## config.mk

```make
export PLATFORM = sky130hd
export DESIGN_NAME = diag_adc_command_decoder
export DESIGN_NICKNAME = d
export VERILOG_FILES = /design/src/rtl/diag_conv_pkg.sv /design/src/rtl/diag_adc_command_decoder.sv /design/src/rtl/conv_input_route.sv
export SDC_FILE = /design/constraint.sdc
export NUM_CORES = 1
export LEC_CHECK = 0
export BUFFER_PORTS_ARGS = -buffer_cell sky130_fd_sc_hd__buf_2
export CAP_MARGIN = 20
export CORE_UTILIZATION = 31
export CTS_CLUSTER_SIZE = 30
export DETAILED_ROUTE_END_ITERATION = 8
export GPL_TIMING_DRIVEN = 0
export HOLD_SLACK_MARGIN = 0.12
export PLACE_DENSITY_LB_ADDON = 0.3
export SETUP_SLACK_MARGIN = 0.02
export SYNTH_ARGS = -nofsm -noshare
export SYNTH_HDL_FRONTEND = slang
export SYNTH_SLANG_ARGS = --single-unit
export TNS_END_PERCENT = 100
```

## constraint.sdc

```tcl
create_clock -name core_clk -period 2.2 [get_ports core_clk]
set_input_delay 0 -clock core_clk [delete_from_list [all_inputs] [get_ports core_clk]]
set_output_delay 0 -clock core_clk [all_outputs]
set_load 0.01 [all_outputs]
```

## src/rtl/diag_conv_pkg.sv

```systemverilog
// Package for the diagnostic converter command decoder.
// Assumes one core clock; all users import the whole package.
package diag_conv_pkg;

	// Register address and field layout of converter_command_config
	localparam logic [4:0] CFG_REG_ADDR = 5'h11;
	localparam logic [15:0] CFG_RESET = 16'h0000;
	localparam int CMD_LSB = 8;
	localparam int CMD_MSB = 10;
	localparam int ARG_LSB = 5;
	localparam int ARG_MSB = 7;
	localparam int SEL_LSB = 0;
	localparam int SEL_MSB = 4;
	localparam int PPC_BUF_BIT = 11;

	// Argument value that turns a sequencer on
	localparam logic [2:0] ARG_ENABLE = 3'h1;
	// Key code that starts an armed single conversion
	localparam logic [15:0] KEY_CODE = 16'h1ADC;
	localparam logic [2:0] DEPTH_RESET = 3'h0;
	localparam logic [4:0] SLOT_RESET = 5'h00;
	localparam int NUM_SLOTS = 8;
	localparam int RESULT_W = 12;

	typedef enum logic [2:0] {
		CMD_SET_DEPTH = 3'b000,
		CMD_SET_SLOT = 3'b001,
		CMD_KEY_SEQ = 3'b010,
		CMD_AUTO_SEQ = 3'b011,
		CMD_SINGLE = 3'b100,
		CMD_KEY_ARM = 3'b101,
		CMD_RSVD6 = 3'b110,
		CMD_RSVD7 = 3'b111
	} conv_cmd_t;

	// Input selector codes with a defined node
	localparam logic [4:0] SEL_MAIN_TEMP = 5'h00;
	localparam logic [4:0] SEL_BUCK_TEMP = 5'h01;
	localparam logic [4:0] SEL_EXT_REF = 5'h03;
	localparam logic [4:0] SEL_INT_REF = 5'h04;
	localparam logic [4:0] SEL_PIN2_BIPOLAR = 5'h0C;
	localparam logic [4:0] SEL_SENSE_POS = 5'h0D;
	localparam logic [4:0] SEL_SENSE_NEG = 5'h0E;
	localparam logic [4:0] SEL_PIN1_R0 = 5'h0F;
	localparam logic [4:0] SEL_PIN1_R3 = 5'h12;
	localparam logic [4:0] SEL_SUPPLY_FIRST = 5'h14;
	localparam logic [4:0] SEL_SUPPLY_LAST = 5'h16;
	localparam logic [4:0] SEL_GROUND_FIRST = 5'h18;
	localparam logic [4:0] SEL_BUCK_NODE = 5'h1E;
	localparam logic [4:0] SEL_REF_OUT = 5'h1F;

	typedef enum logic [1:0] {
		SEQ_IDLE = 2'b00,
		SEQ_ISSUE = 2'b01,
		SEQ_WAIT = 2'b10
	} seq_state_t;

	// One conversion request as it goes to the analog mux
	typedef struct packed {
		logic [31:0] route;
		logic zero_result;
		logic [1:0] buck_node;
	} conv_req_t;

	// Fields of one register write
	typedef struct packed {
		logic [3:0] rsvd;
		logic ppc_buf_en;
		logic [2:0] cmd;
		logic [2:0] arg;
		logic [4:0] sel;
	} cfg_fields_t;

endpackage

```

## src/rtl/diag_adc_command_decoder.sv

```systemverilog
// Command decoder for the diagnostic converter configuration register.
// Assumes register writes, key-code writes and converter handshakes all
// arrive from logic on core_clk, so none of them is synchronised here.
`timescale 1ns/1ps
`default_nettype none
// Behaviour
// [RQ1] Cmd 010: key sequencer on iff arg 001
// [RQ2] Cmd 011: auto sequencer on iff arg 001
// [RQ3] Cmd 100: one conversion, stops auto sequencing
// [RQ4] Cmd 101: arm conversions started by key code
// [RQ5] Software never writes commands 110 or 111
// [RQ6] Argument read from same write's bits 7:5
// [RQ7] Reserved selector codes give zero result
// [RQ8] Codes 00000/00001 route the two die sensors
// [RQ9] Code 00011 needs reference buffer enabled
// [RQ10] Code 00100 routes internal reference
// [RQ11] Codes 01100, 01111-10010 route external pins
// [RQ12] Codes 01101/01110 route sense buffer outputs
// [RQ13] Codes 10100-11111 route supply, ground, buck nodes; code routes 10100-10110 and 11000-11111, 10111 gives zero
// [RQ14] Software never selects the reserved codes
// [RQ15] Cmd 000: depth is arg plus one
// [RQ16] Cmd 001: slot arg records current selector
// [RQ17] Each accepted write acts exactly once
module diag_adc_command_decoder
	import diag_conv_pkg::*;
(
	// Clock and reset
	input wire logic core_clk,
	input wire logic rst,
	// Register write path from the serial interface
	input wire logic reg_wr_en,
	input wire logic [4:0] reg_addr,
	input wire logic [15:0] reg_wdata,
	// Key code write path
	input wire logic key_wr_en,
	input wire logic [15:0] key_wdata,
	// Settings held in other registers
	input wire logic ref_buf_en,
	input wire logic [1:0] buck_config2_reg,
	// Converter handshake
	input wire logic conv_done,
	input wire logic [11:0] conv_raw_result,
	output logic conv_start,
	output conv_req_t conv_req,
	// Result and status
	output logic [11:0] conv_result,
	output logic conv_result_valid,
	output logic [15:0] cfg_rdata,
	output logic key_seq_on,
	output logic auto_seq_on,
	output logic key_conv_armed,
	output logic [2:0] seq_depth,
	output logic ppc_buf_en
);

	cfg_fields_t cfg_q;
	cfg_fields_t wr;
	conv_cmd_t cmd;
	logic cfg_wr;
	logic key_hit;
	logic wr_depth;
	logic wr_slot;
	logic wr_key_seq;
	logic wr_auto_seq;
	logic wr_single;
	logic wr_key_arm;
	logic [2:0] depth_q;
	logic [4:0] slot_q [NUM_SLOTS];
	logic key_seq_q;
	logic auto_seq_q;
	logic armed_q;
	seq_state_t state_q;
	seq_state_t state_d;
	logic [2:0] idx_q;
	logic [2:0] idx_d;
	logic single_req;
	logic seq_req;
	logic [4:0] issue_sel;
	logic start_q;
	conv_req_t req_q;
	conv_req_t route_req;
	logic busy_q;
	logic in_flight;
	logic zero_pend_q;
	logic [11:0] result_q;
	logic result_valid_q;

	// Write decode: the register acts once per strobe, on its own fields
	assign cfg_wr = reg_wr_en && (reg_addr == CFG_REG_ADDR); // RQ17
	assign wr = cfg_fields_t'(reg_wdata); // RQ6
	assign cmd = conv_cmd_t'(wr.cmd);
	assign key_hit = key_wr_en && (key_wdata == KEY_CODE);

	// One strobe per command; reserved codes raise none, so they only store
	always_comb begin
		wr_depth = 1'b0;
		wr_slot = 1'b0;
		wr_key_seq = 1'b0;
		wr_auto_seq = 1'b0;
		wr_single = 1'b0;
		wr_key_arm = 1'b0;
		if (cfg_wr) begin
			case (cmd)
				CMD_SET_DEPTH: begin
					wr_depth = 1'b1; // RQ15
				end
				CMD_SET_SLOT: begin
					wr_slot = 1'b1; // RQ16
				end
				CMD_KEY_SEQ: begin
					wr_key_seq = 1'b1; // RQ1
				end
				CMD_AUTO_SEQ: begin
					wr_auto_seq = 1'b1; // RQ2
				end
				CMD_SINGLE: begin
					wr_single = 1'b1; // RQ3
				end
				CMD_KEY_ARM: begin
					wr_key_arm = 1'b1; // RQ4
				end
				default: begin
					// Codes 110 and 111 keep their fields but start nothing
				end
			endcase
		end
	end

	always_ff @(posedge core_clk) begin
		if (rst) begin
			cfg_q <= cfg_fields_t'(CFG_RESET);
		end else if (cfg_wr) begin
			cfg_q <= wr;
		end
	end

	always_ff @(posedge core_clk) begin
		if (rst) begin
			depth_q <= DEPTH_RESET;
		end else if (wr_depth) begin
			depth_q <= wr.arg; // RQ15
		end
	end

	// Slot table lives in flops so a running sequence can read it freely
	always_ff @(posedge core_clk) begin
		if (rst) begin
			for (int i = 0; i < NUM_SLOTS; i++) begin
				slot_q[i] <= SLOT_RESET;
			end
		end else if (wr_slot) begin
			slot_q[wr.arg] <= wr.sel; // RQ16
		end
	end

	always_ff @(posedge core_clk) begin
		if (rst) begin
			key_seq_q <= 1'b0;
		end else if (wr_key_seq) begin
			key_seq_q <= (wr.arg == ARG_ENABLE); // RQ1
		end
	end

	always_ff @(posedge core_clk) begin
		if (rst) begin
			auto_seq_q <= 1'b0;
		end else if (wr_auto_seq) begin
			auto_seq_q <= (wr.arg == ARG_ENABLE); // RQ2
		end else if (wr_single) begin
			auto_seq_q <= 1'b0; // RQ3
		end
	end

	// Arming stays until reset; commands 110 and 111 change nothing
	always_ff @(posedge core_clk) begin
		if (rst) begin
			armed_q <= 1'b0;
		end else if (wr_key_arm) begin
			armed_q <= 1'b1; // RQ4
		end
	end

	// Single conversions take priority over the sequencers
	always_comb begin
		single_req = 1'b0;
		if (wr_single) begin
			single_req = 1'b1; // RQ3
		end else if (key_hit && armed_q && !key_seq_q) begin
			single_req = 1'b1; // RQ4
		end
	end

	// Sequencer: auto runs continuously, key mode steps one slot per key
	always_comb begin
		state_d = state_q;
		idx_d = idx_q;
		seq_req = 1'b0;
		case (state_q)
			SEQ_IDLE: begin
				if (auto_seq_q || (key_seq_q && key_hit)) begin
					state_d = SEQ_ISSUE;
				end
			end
			SEQ_ISSUE: begin
				if (single_req || in_flight) begin
					state_d = SEQ_ISSUE;
				end else if (!auto_seq_q && !key_seq_q) begin
					state_d = SEQ_IDLE;
				end else begin
					seq_req = 1'b1;
					state_d = SEQ_WAIT;
				end
			end
			SEQ_WAIT: begin
				if (conv_done && busy_q) begin
					idx_d = (idx_q == depth_q) ? 3'h0 : idx_q + 3'h1;
					state_d = SEQ_IDLE;
				end
			end
			default: begin
				state_d = SEQ_IDLE;
			end
		endcase
		// Turning both sequencers off rewinds to the first slot
		if (!auto_seq_q && !key_seq_q && state_q != SEQ_WAIT) begin
			idx_d = 3'h0;
		end
	end

	always_ff @(posedge core_clk) begin
		if (rst) begin
			state_q <= SEQ_IDLE;
			idx_q <= 3'h0;
		end else begin
			state_q <= state_d;
			idx_q <= idx_d;
		end
	end

	// Single conversion uses the selector just written, or the held one
	always_comb begin
		issue_sel = slot_q[idx_q];
		if (single_req) begin
			issue_sel = (cfg_wr) ? wr.sel : cfg_q.sel; // RQ6
		end
	end

	conv_input_route u_route (
		.conv_input_sel(issue_sel),
		.ref_buf_en(ref_buf_en),
		.buck_config2_reg(buck_config2_reg),
		.req(route_req)
	);

	// Busy rises one cycle after a start, so a pending start counts too
	assign in_flight = busy_q || start_q;

	// A single request while busy is dropped: the converter cannot queue
	always_ff @(posedge core_clk) begin
		if (rst) begin
			start_q <= 1'b0;
			req_q <= '0;
		end else begin
			start_q <= (single_req && !in_flight) || seq_req;
			if ((single_req && !in_flight) || seq_req) begin
				req_q <= route_req; // RQ8 RQ9 RQ10 RQ11 RQ12 RQ13
			end
		end
	end

	always_ff @(posedge core_clk) begin
		if (rst) begin
			busy_q <= 1'b0;
			zero_pend_q <= 1'b0;
		end else if (start_q) begin
			busy_q <= 1'b1;
			zero_pend_q <= req_q.zero_result;
		end else if (conv_done) begin
			busy_q <= 1'b0;
		end
	end

	always_ff @(posedge core_clk) begin
		if (rst) begin
			result_q <= 12'h000;
			result_valid_q <= 1'b0;
		end else begin
			result_valid_q <= conv_done && busy_q;
			if (conv_done && busy_q) begin
				result_q <= zero_pend_q ? 12'h000 : conv_raw_result; // RQ7
			end
		end
	end

	assign conv_start = start_q;
	assign conv_req = req_q;
	assign conv_result = result_q;
	assign conv_result_valid = result_valid_q;
	assign cfg_rdata = cfg_fields_t'(cfg_q);
	assign key_seq_on = key_seq_q;
	assign auto_seq_on = auto_seq_q;
	assign key_conv_armed = armed_q;
	assign seq_depth = depth_q;
	assign ppc_buf_en = cfg_q.ppc_buf_en;

endmodule
`default_nettype wire

```

## src/rtl/conv_input_route.sv

```systemverilog
// Maps the input selector code onto a one-hot mux route, or an all-zero route for reserved or unpowered codes.
// Assumes purely combinational use inside the command decoder.
`timescale 1ns/1ps
`default_nettype none
module conv_input_route
	import diag_conv_pkg::*;
(
	// Selection
	input wire logic [4:0] conv_input_sel,
	input wire logic ref_buf_en,
	input wire logic [1:0] buck_config2_reg,
	// Route
	output conv_req_t req
);

	logic defined;

	always_comb begin
		defined = 1'b0;
		case (conv_input_sel)
			SEL_MAIN_TEMP, SEL_BUCK_TEMP, SEL_INT_REF: defined = 1'b1; // RQ8 RQ10
			SEL_EXT_REF: defined = ref_buf_en; // RQ9
			SEL_SENSE_POS, SEL_SENSE_NEG: defined = 1'b1; // RQ12
			SEL_BUCK_NODE, SEL_REF_OUT: defined = 1'b1; // RQ13
			default: begin
				// Pin ranges and supply/ground block are contiguous runs
				if (conv_input_sel == SEL_PIN2_BIPOLAR ||
				    (conv_input_sel >= SEL_PIN1_R0 &&
				     conv_input_sel <= SEL_PIN1_R3)) begin
					defined = 1'b1; // RQ11
				end else if ((conv_input_sel >= SEL_SUPPLY_FIRST &&
				    conv_input_sel <= SEL_SUPPLY_LAST) ||
				    conv_input_sel >= SEL_GROUND_FIRST) begin
					defined = 1'b1; // RQ13
				end
			end
		endcase
	end

	always_comb begin
		req.route = 32'h0000_0000;
		if (defined) begin
			req.route[conv_input_sel] = 1'b1;
		end
		// Reserved or unpowered nodes convert as zero
		req.zero_result = ~defined; // RQ7
		req.buck_node = (conv_input_sel == SEL_BUCK_NODE) ?
			buck_config2_reg : 2'h0; // RQ13
	end

endmodule
`default_nettype wire

```

After elaboration in Yosys (flattened, before gate mapping)
Memory sizes are Yosys's and may differ from the RTL's. A register that Yosys moved wholly into a read port is not among the register bits.
Cells that the tools add are included.

storage, ports and cells
  bits in latches = 0
  output and inout bits = 72
  memory bits (read-only) = 0
  logic and storage cells = 129
  bits in registers = 78
  RAM bits = 40
  bits of input ports = 57
  memories kept = 1

cells by class
  $lt $le $gt $ge = 7
  divide/modulo/power cells = 0
  multipliers = 0
  reductions and logical operators = 31
  multiplexer cells = 47
  bitwise gates (word level) = 1
  $add $sub $neg = 1
  equal/unequal tests = 22
  shifts and indexed selects = 0

memory list
  memory  words  bits a word  read ports  clocked after memory_dff  write ports  RTL line                        RTL
  slot_q  8      5            1           1                         8            diag_adc_command_decoder.sv:68  logic [4:0] slot_q [NUM_SLOTS];

operator list
  operator                count
  $mux W32                1
  $mux W1                 30
  $eq A16 B13 Y1 const B  1
  $eq A5 B4 Y1 const B    3
  $eq A5 B5 Y1 const B    3
  $mux W5                 3
  $logic_and A1 B1 Y1     12
  $mux W12                1
  $mux W3                 4
  $ge A5 B5 Y1 const B    2
  $le A5 B5 Y1 const B    2
  $mux W2                 5
  $reduce_or A7 Y1        1
  $eq A3 B1 Y1 const B    2
  $eq A3 B2 Y1 const B    2
  $eq A3 B3 Y1 const B    2
  $logic_or A1 B1 Y1      6
  $lt A5 B6 Y1 const B    1
  $ne A2 B2 Y1 const B    3
  $pmux W2 S3             1
  $demux W1 S5            1
  $eq A5 B1 Y1 const B    1
  $eq A5 B2 Y1 const B    1
  $eq A5 B3 Y1 const B    1
  16 further kinds        20

Longest topological paths before layout
  word-level depth = 14
  mapped depth = 10
  mapped depth without buffers = 7

Modules after synthesis
A second synthesis with hierarchy kept.

second synthesis, totals
  cell total of the unflattened synthesis = 707
  area, all modules = 6774.0 um^2

by module, submodules not included
  module                    cells each  instances  area an instance (um^2)  sequential area each (um^2)
  diag_adc_command_decoder  652         1          6428.7                   2822.7
  conv_input_route          55          1          345.3                    0.0

Least setup slack after synthesis
OpenSTA, ideal clock, no wires.

  path type = flip-flop to flip-flop
  start = register with a tool-made name
  end = register req_q (netlist bit conv_req[2])
  setup slack = -162 ps
  path buffers = 1
  library setup time = 137 ps
  data arrival time = 2225 ps
  required time = 2063 ps
  stages on the path, launching flop included = 9
  clock period less this slack = 2362 ps
  path through = dfxtp_1 buf_6 mux4_2 mux2i_4 nor2b_1 mux2_2 or4_1 a32oi_1 a211oi_1

RTL lines
  item                  RTL line                         RTL
  to (signal assigned)  diag_adc_command_decoder.sv:266  req_q <= route_req;
  to (decl)             diag_adc_command_decoder.sv:80   conv_req_t req_q;

==> results.yml <==
outcome:
  status: "finished, violations left"
  failed_checks: "setup timing"
critical_path:
  timing.critical_path.to: "conv_req[2]"
  regToRegSetupSlack_ns: -0.32
  start_kind: "flip-flop"
  r2r_end: "conv_req[2]"
  cpPeakStageDelay_ns: 0.52
  cp.required_ns: 2.47
  criticalPathCategory: "flip-flop to flip-flop"
  end_kind: "flip-flop"
  r2r_cells: 8
  crit_chain: "buf_12 > mux4_2 > mux2i_4 > nor2b_1 > mux2_4 > or4_4 > a32oi_2 > a211oi_1"
  arrival_ns: 2.79
  crit_slowest_cell: "mux4_2"
  worst-path-max-fanout: 8
drt:
  drc_errors: 0
  routed_wl_um: 14200
  firstDrtPassIters: 4
  wl_per_cell_um: 16.0
  ant_nets: 0
  vias_per_cell: 4.80
  vias: 4261
  first_iter_violations: 239
yosys:
  postSynth.asyncResetShare_pct: 0
  ys_seq_area_share_pct: 55.1
  synth_fp_nets: 526
  netlist_area_mm2: 0.00513
  synth.avg_cell_area_um2: 11.0
  synth_top_area_share_pct: 31.6
  yosysWarnings: 0
  synth-seq-cells: 121
  synth_top_area_cell: "dfxtp_1"
  synth.area.top_cells: "dfxtp_1 (32%), edfxtp_1 (23%), and2_1 (5.6%)"
  synth-edff-count: 40
  synth-main-ff-cell: "dfxtp_1"
  netlist_instances: 468
  synth_cell_type_count: 57
clock_network:
  clk_latency_ns: 0.42
  cts_tree: "yes"
  clkSinkCount: 121
  clk_path_buf_depth: 2
  cts_buffers: 17
  htree_levels: 4
  root_buffer: "clkbuf_16"
  path_clk_slew_ns: 0.05
sta:
  fin_crit_sh_pct: 115
  finalHoldViolations: 0
  rsz0062_at_grt: "true"
  holdWs_ns: 0.157
  worstMarginPinSlew_ns: 0.839
  period_needed_ns: 2.52
  slew_viol_final: 0
  finalSetupViolCount: 12
  fmax_mhz: 397
  clock_skew_ns: 0.00747
  max_slew_margin_pct: 43.6
  setup_ws_ns: -0.321
global_route:
  grt.overflow.total: 0
  antenna_found_initial: 0
  grt_max_degree: 17
  grt_pass1_vias: 4058
  grt_usage_pct: 16.9
  grt_pass1_wl_um: 21500
placed_design:
  place_ws_ns: -0.518
  dp_hpwl_um: 10500
  gp_congestion: 0.812
  placed_area_mm2: 0.00603
  port_buffers: 125
pwr:
  p_sw_share_pct: 21.5
  p_per_area_mw_per_mm2: 727
  pwr-share-comb_pct: 5.7
  p_seq_share_pct: 45.5
  clkPwrFrac_pct: 48.8
  power.internal_mw: 4.07
  power_switching_mw: 1.11
  leakage_nw: 2.89
  max-vdd-ir-drop_v: 0.000687
die:
  die_w_um: 131
  dieArea_mm2: 0.0171
  initial_utilization_pct: 32.0
  ios: 129
  core-area_mm2: 0.0160
  die-height_um: 131
  fp-row-count: 46
job:
  max-cap-violations: 0
finish:
  n_antenna_cell: 0
  area_growth_pct: 39.2
  fin_nets: 718
  drive_gt1_share_pct: 32.9
  stdcell_area_mm2: 0.00713
hold_path:
  hp-class: "input port to flip-flop"
-- area by class of cell --
class | count | area, µm²
repair buffers | 173 | 1080
multi-input cells | 318 | 2270
clock inverters | 7 | 41.3
inverters | 4 | 15.0
clock buffers | 24 | 504
plain buffers | 25 | 131
fillers | 1534 | 8870
well taps | 216 | 270
flip-flops and latches | 121 | 2830
-- cells by family after synthesis --
| logic type | count (synthesis) | synth area share [%] |
|---|---|---|
| AO/OA/AOI/OAI | 71 | 10.3 |
| XOR/XNOR | 5 | 0.854 |
| adder cells (fa/ha/maj) | 1 | 0.244 |
| buffers and inverters | 29 | 2.51 |
| flip-flops | 121 | 55.1 |
| multiplexers | 34 | 9.89 |
| AND/OR/NAND/NOR | 207 | 21.1 |
-- worst max-delay path: cells and delay by family, from the launching register on --
family,cells,cell delay [ns]
mux,3,1.02
simple gates,2,0.55
compound gates,2,0.34
flops,1,0.33
buf+inv,1,0.13
-- cells in the mapped netlist, drive strengths merged (9+ instances only) --
master  number
nand2       38
mux4        10
edfxtp      40
a22o        12
dfxtp       81
or2          9
a22oi       15
and2        46
nor2        53
nor3        18
mux2i       16
nand3       10
clkbuf      17
a21oi       20
-- placed cells by master, fill, tap and decap left out, types with 15 or more instances in the layout --
master and count:
nor2_1 51, clkbuf_16 19, dfxtp_1 79, a22oi_1 15, clkbuf_1 19, and2_1 45
a21oi_1 19, dlygate4sd3_1 37, buf_2 130, edfxtp_1 40, nand2_1 38
-- sequential cells by signal, summed over array words and instances, names as in the netlist, named ones only --
register and cells:
auto_seq_on 1, busy_q 1, cfg_rdata 15, conv_req 35, conv_result 12, conv_result_valid 1
conv_start 1, idx_q 3, key_conv_armed 1, key_seq_on 1, ppc_buf_en 1, seq_depth 3
slot_q 40, state_q 2, zero_pend_q 1
-- through the flow --
| stage | util (%) | power, mW | cells | setup TNS, ns |
|---|---|---|---|---|
| 6_report | 44.6 | 5.18 | 888 | -0.637 |
| 5_1_grt | 44.6 | 5.34 | 888 | -4.49 |
| 4_1_cts | 44.1 | 5.21 | 883 | -0.616 |
| 3_5_place_dp | 37.7 | 2.63 | 809 | -23.92 |
| 3_3_place_gp | 37.7 | 2.62 | 809 | -18.99 |
| 2_1_floorplan | - | 2.51 | 468 | -0.103 |
-- worst min-delay path by stage --
stage / cells after the start / to / startpoint / slack, ns
after floorplan: 1 / conv_result[0] / conv_raw_result[0] / 0.13
final: 5 / cfg_rdata[2] / reg_addr[1] / 0.16
after global routing: 5 / cfg_rdata[2] / reg_addr[2] / 0.21
after detailed placement: 2 / conv_result[2] / conv_raw_result[2] / 0.22
after global placement: 2 / conv_result[0] / conv_raw_result[0] / 0.21
after CTS: 5 / cfg_rdata[2] / reg_addr[1] / 0.13
-- power groups by stage --
stage | clock network (mW) | logic (mW) | registers, mW
3_5_place_dp | 0 | 0.224 | 2.41
5_1_grt | 2.66 | 0.320 | 2.36
4_1_cts | 2.56 | 0.286 | 2.36
3_3_place_gp | 0 | 0.220 | 2.40
2_1_floorplan | 0 | 0.115 | 2.40
6_report | 2.53 | 0.294 | 2.36
-- per-layer routing --
layer  track usage, %  wire length [µm]
met1             22.2              6300
met2             27.0              6930
met3             4.03               703
met4             6.63               263
met5                0                 0
-- repair_timing --
item,4_1_cts,5_1_grt
cloned,0,1
resized for setup,15,18
setup buffers,6,4
endpoints found under the hold margin,81,0
pin swaps,1,4
hold buffers,37,0
endpoints found under the setup margin,37,72
Note: power is estimated with default switching activity, not from simulation.
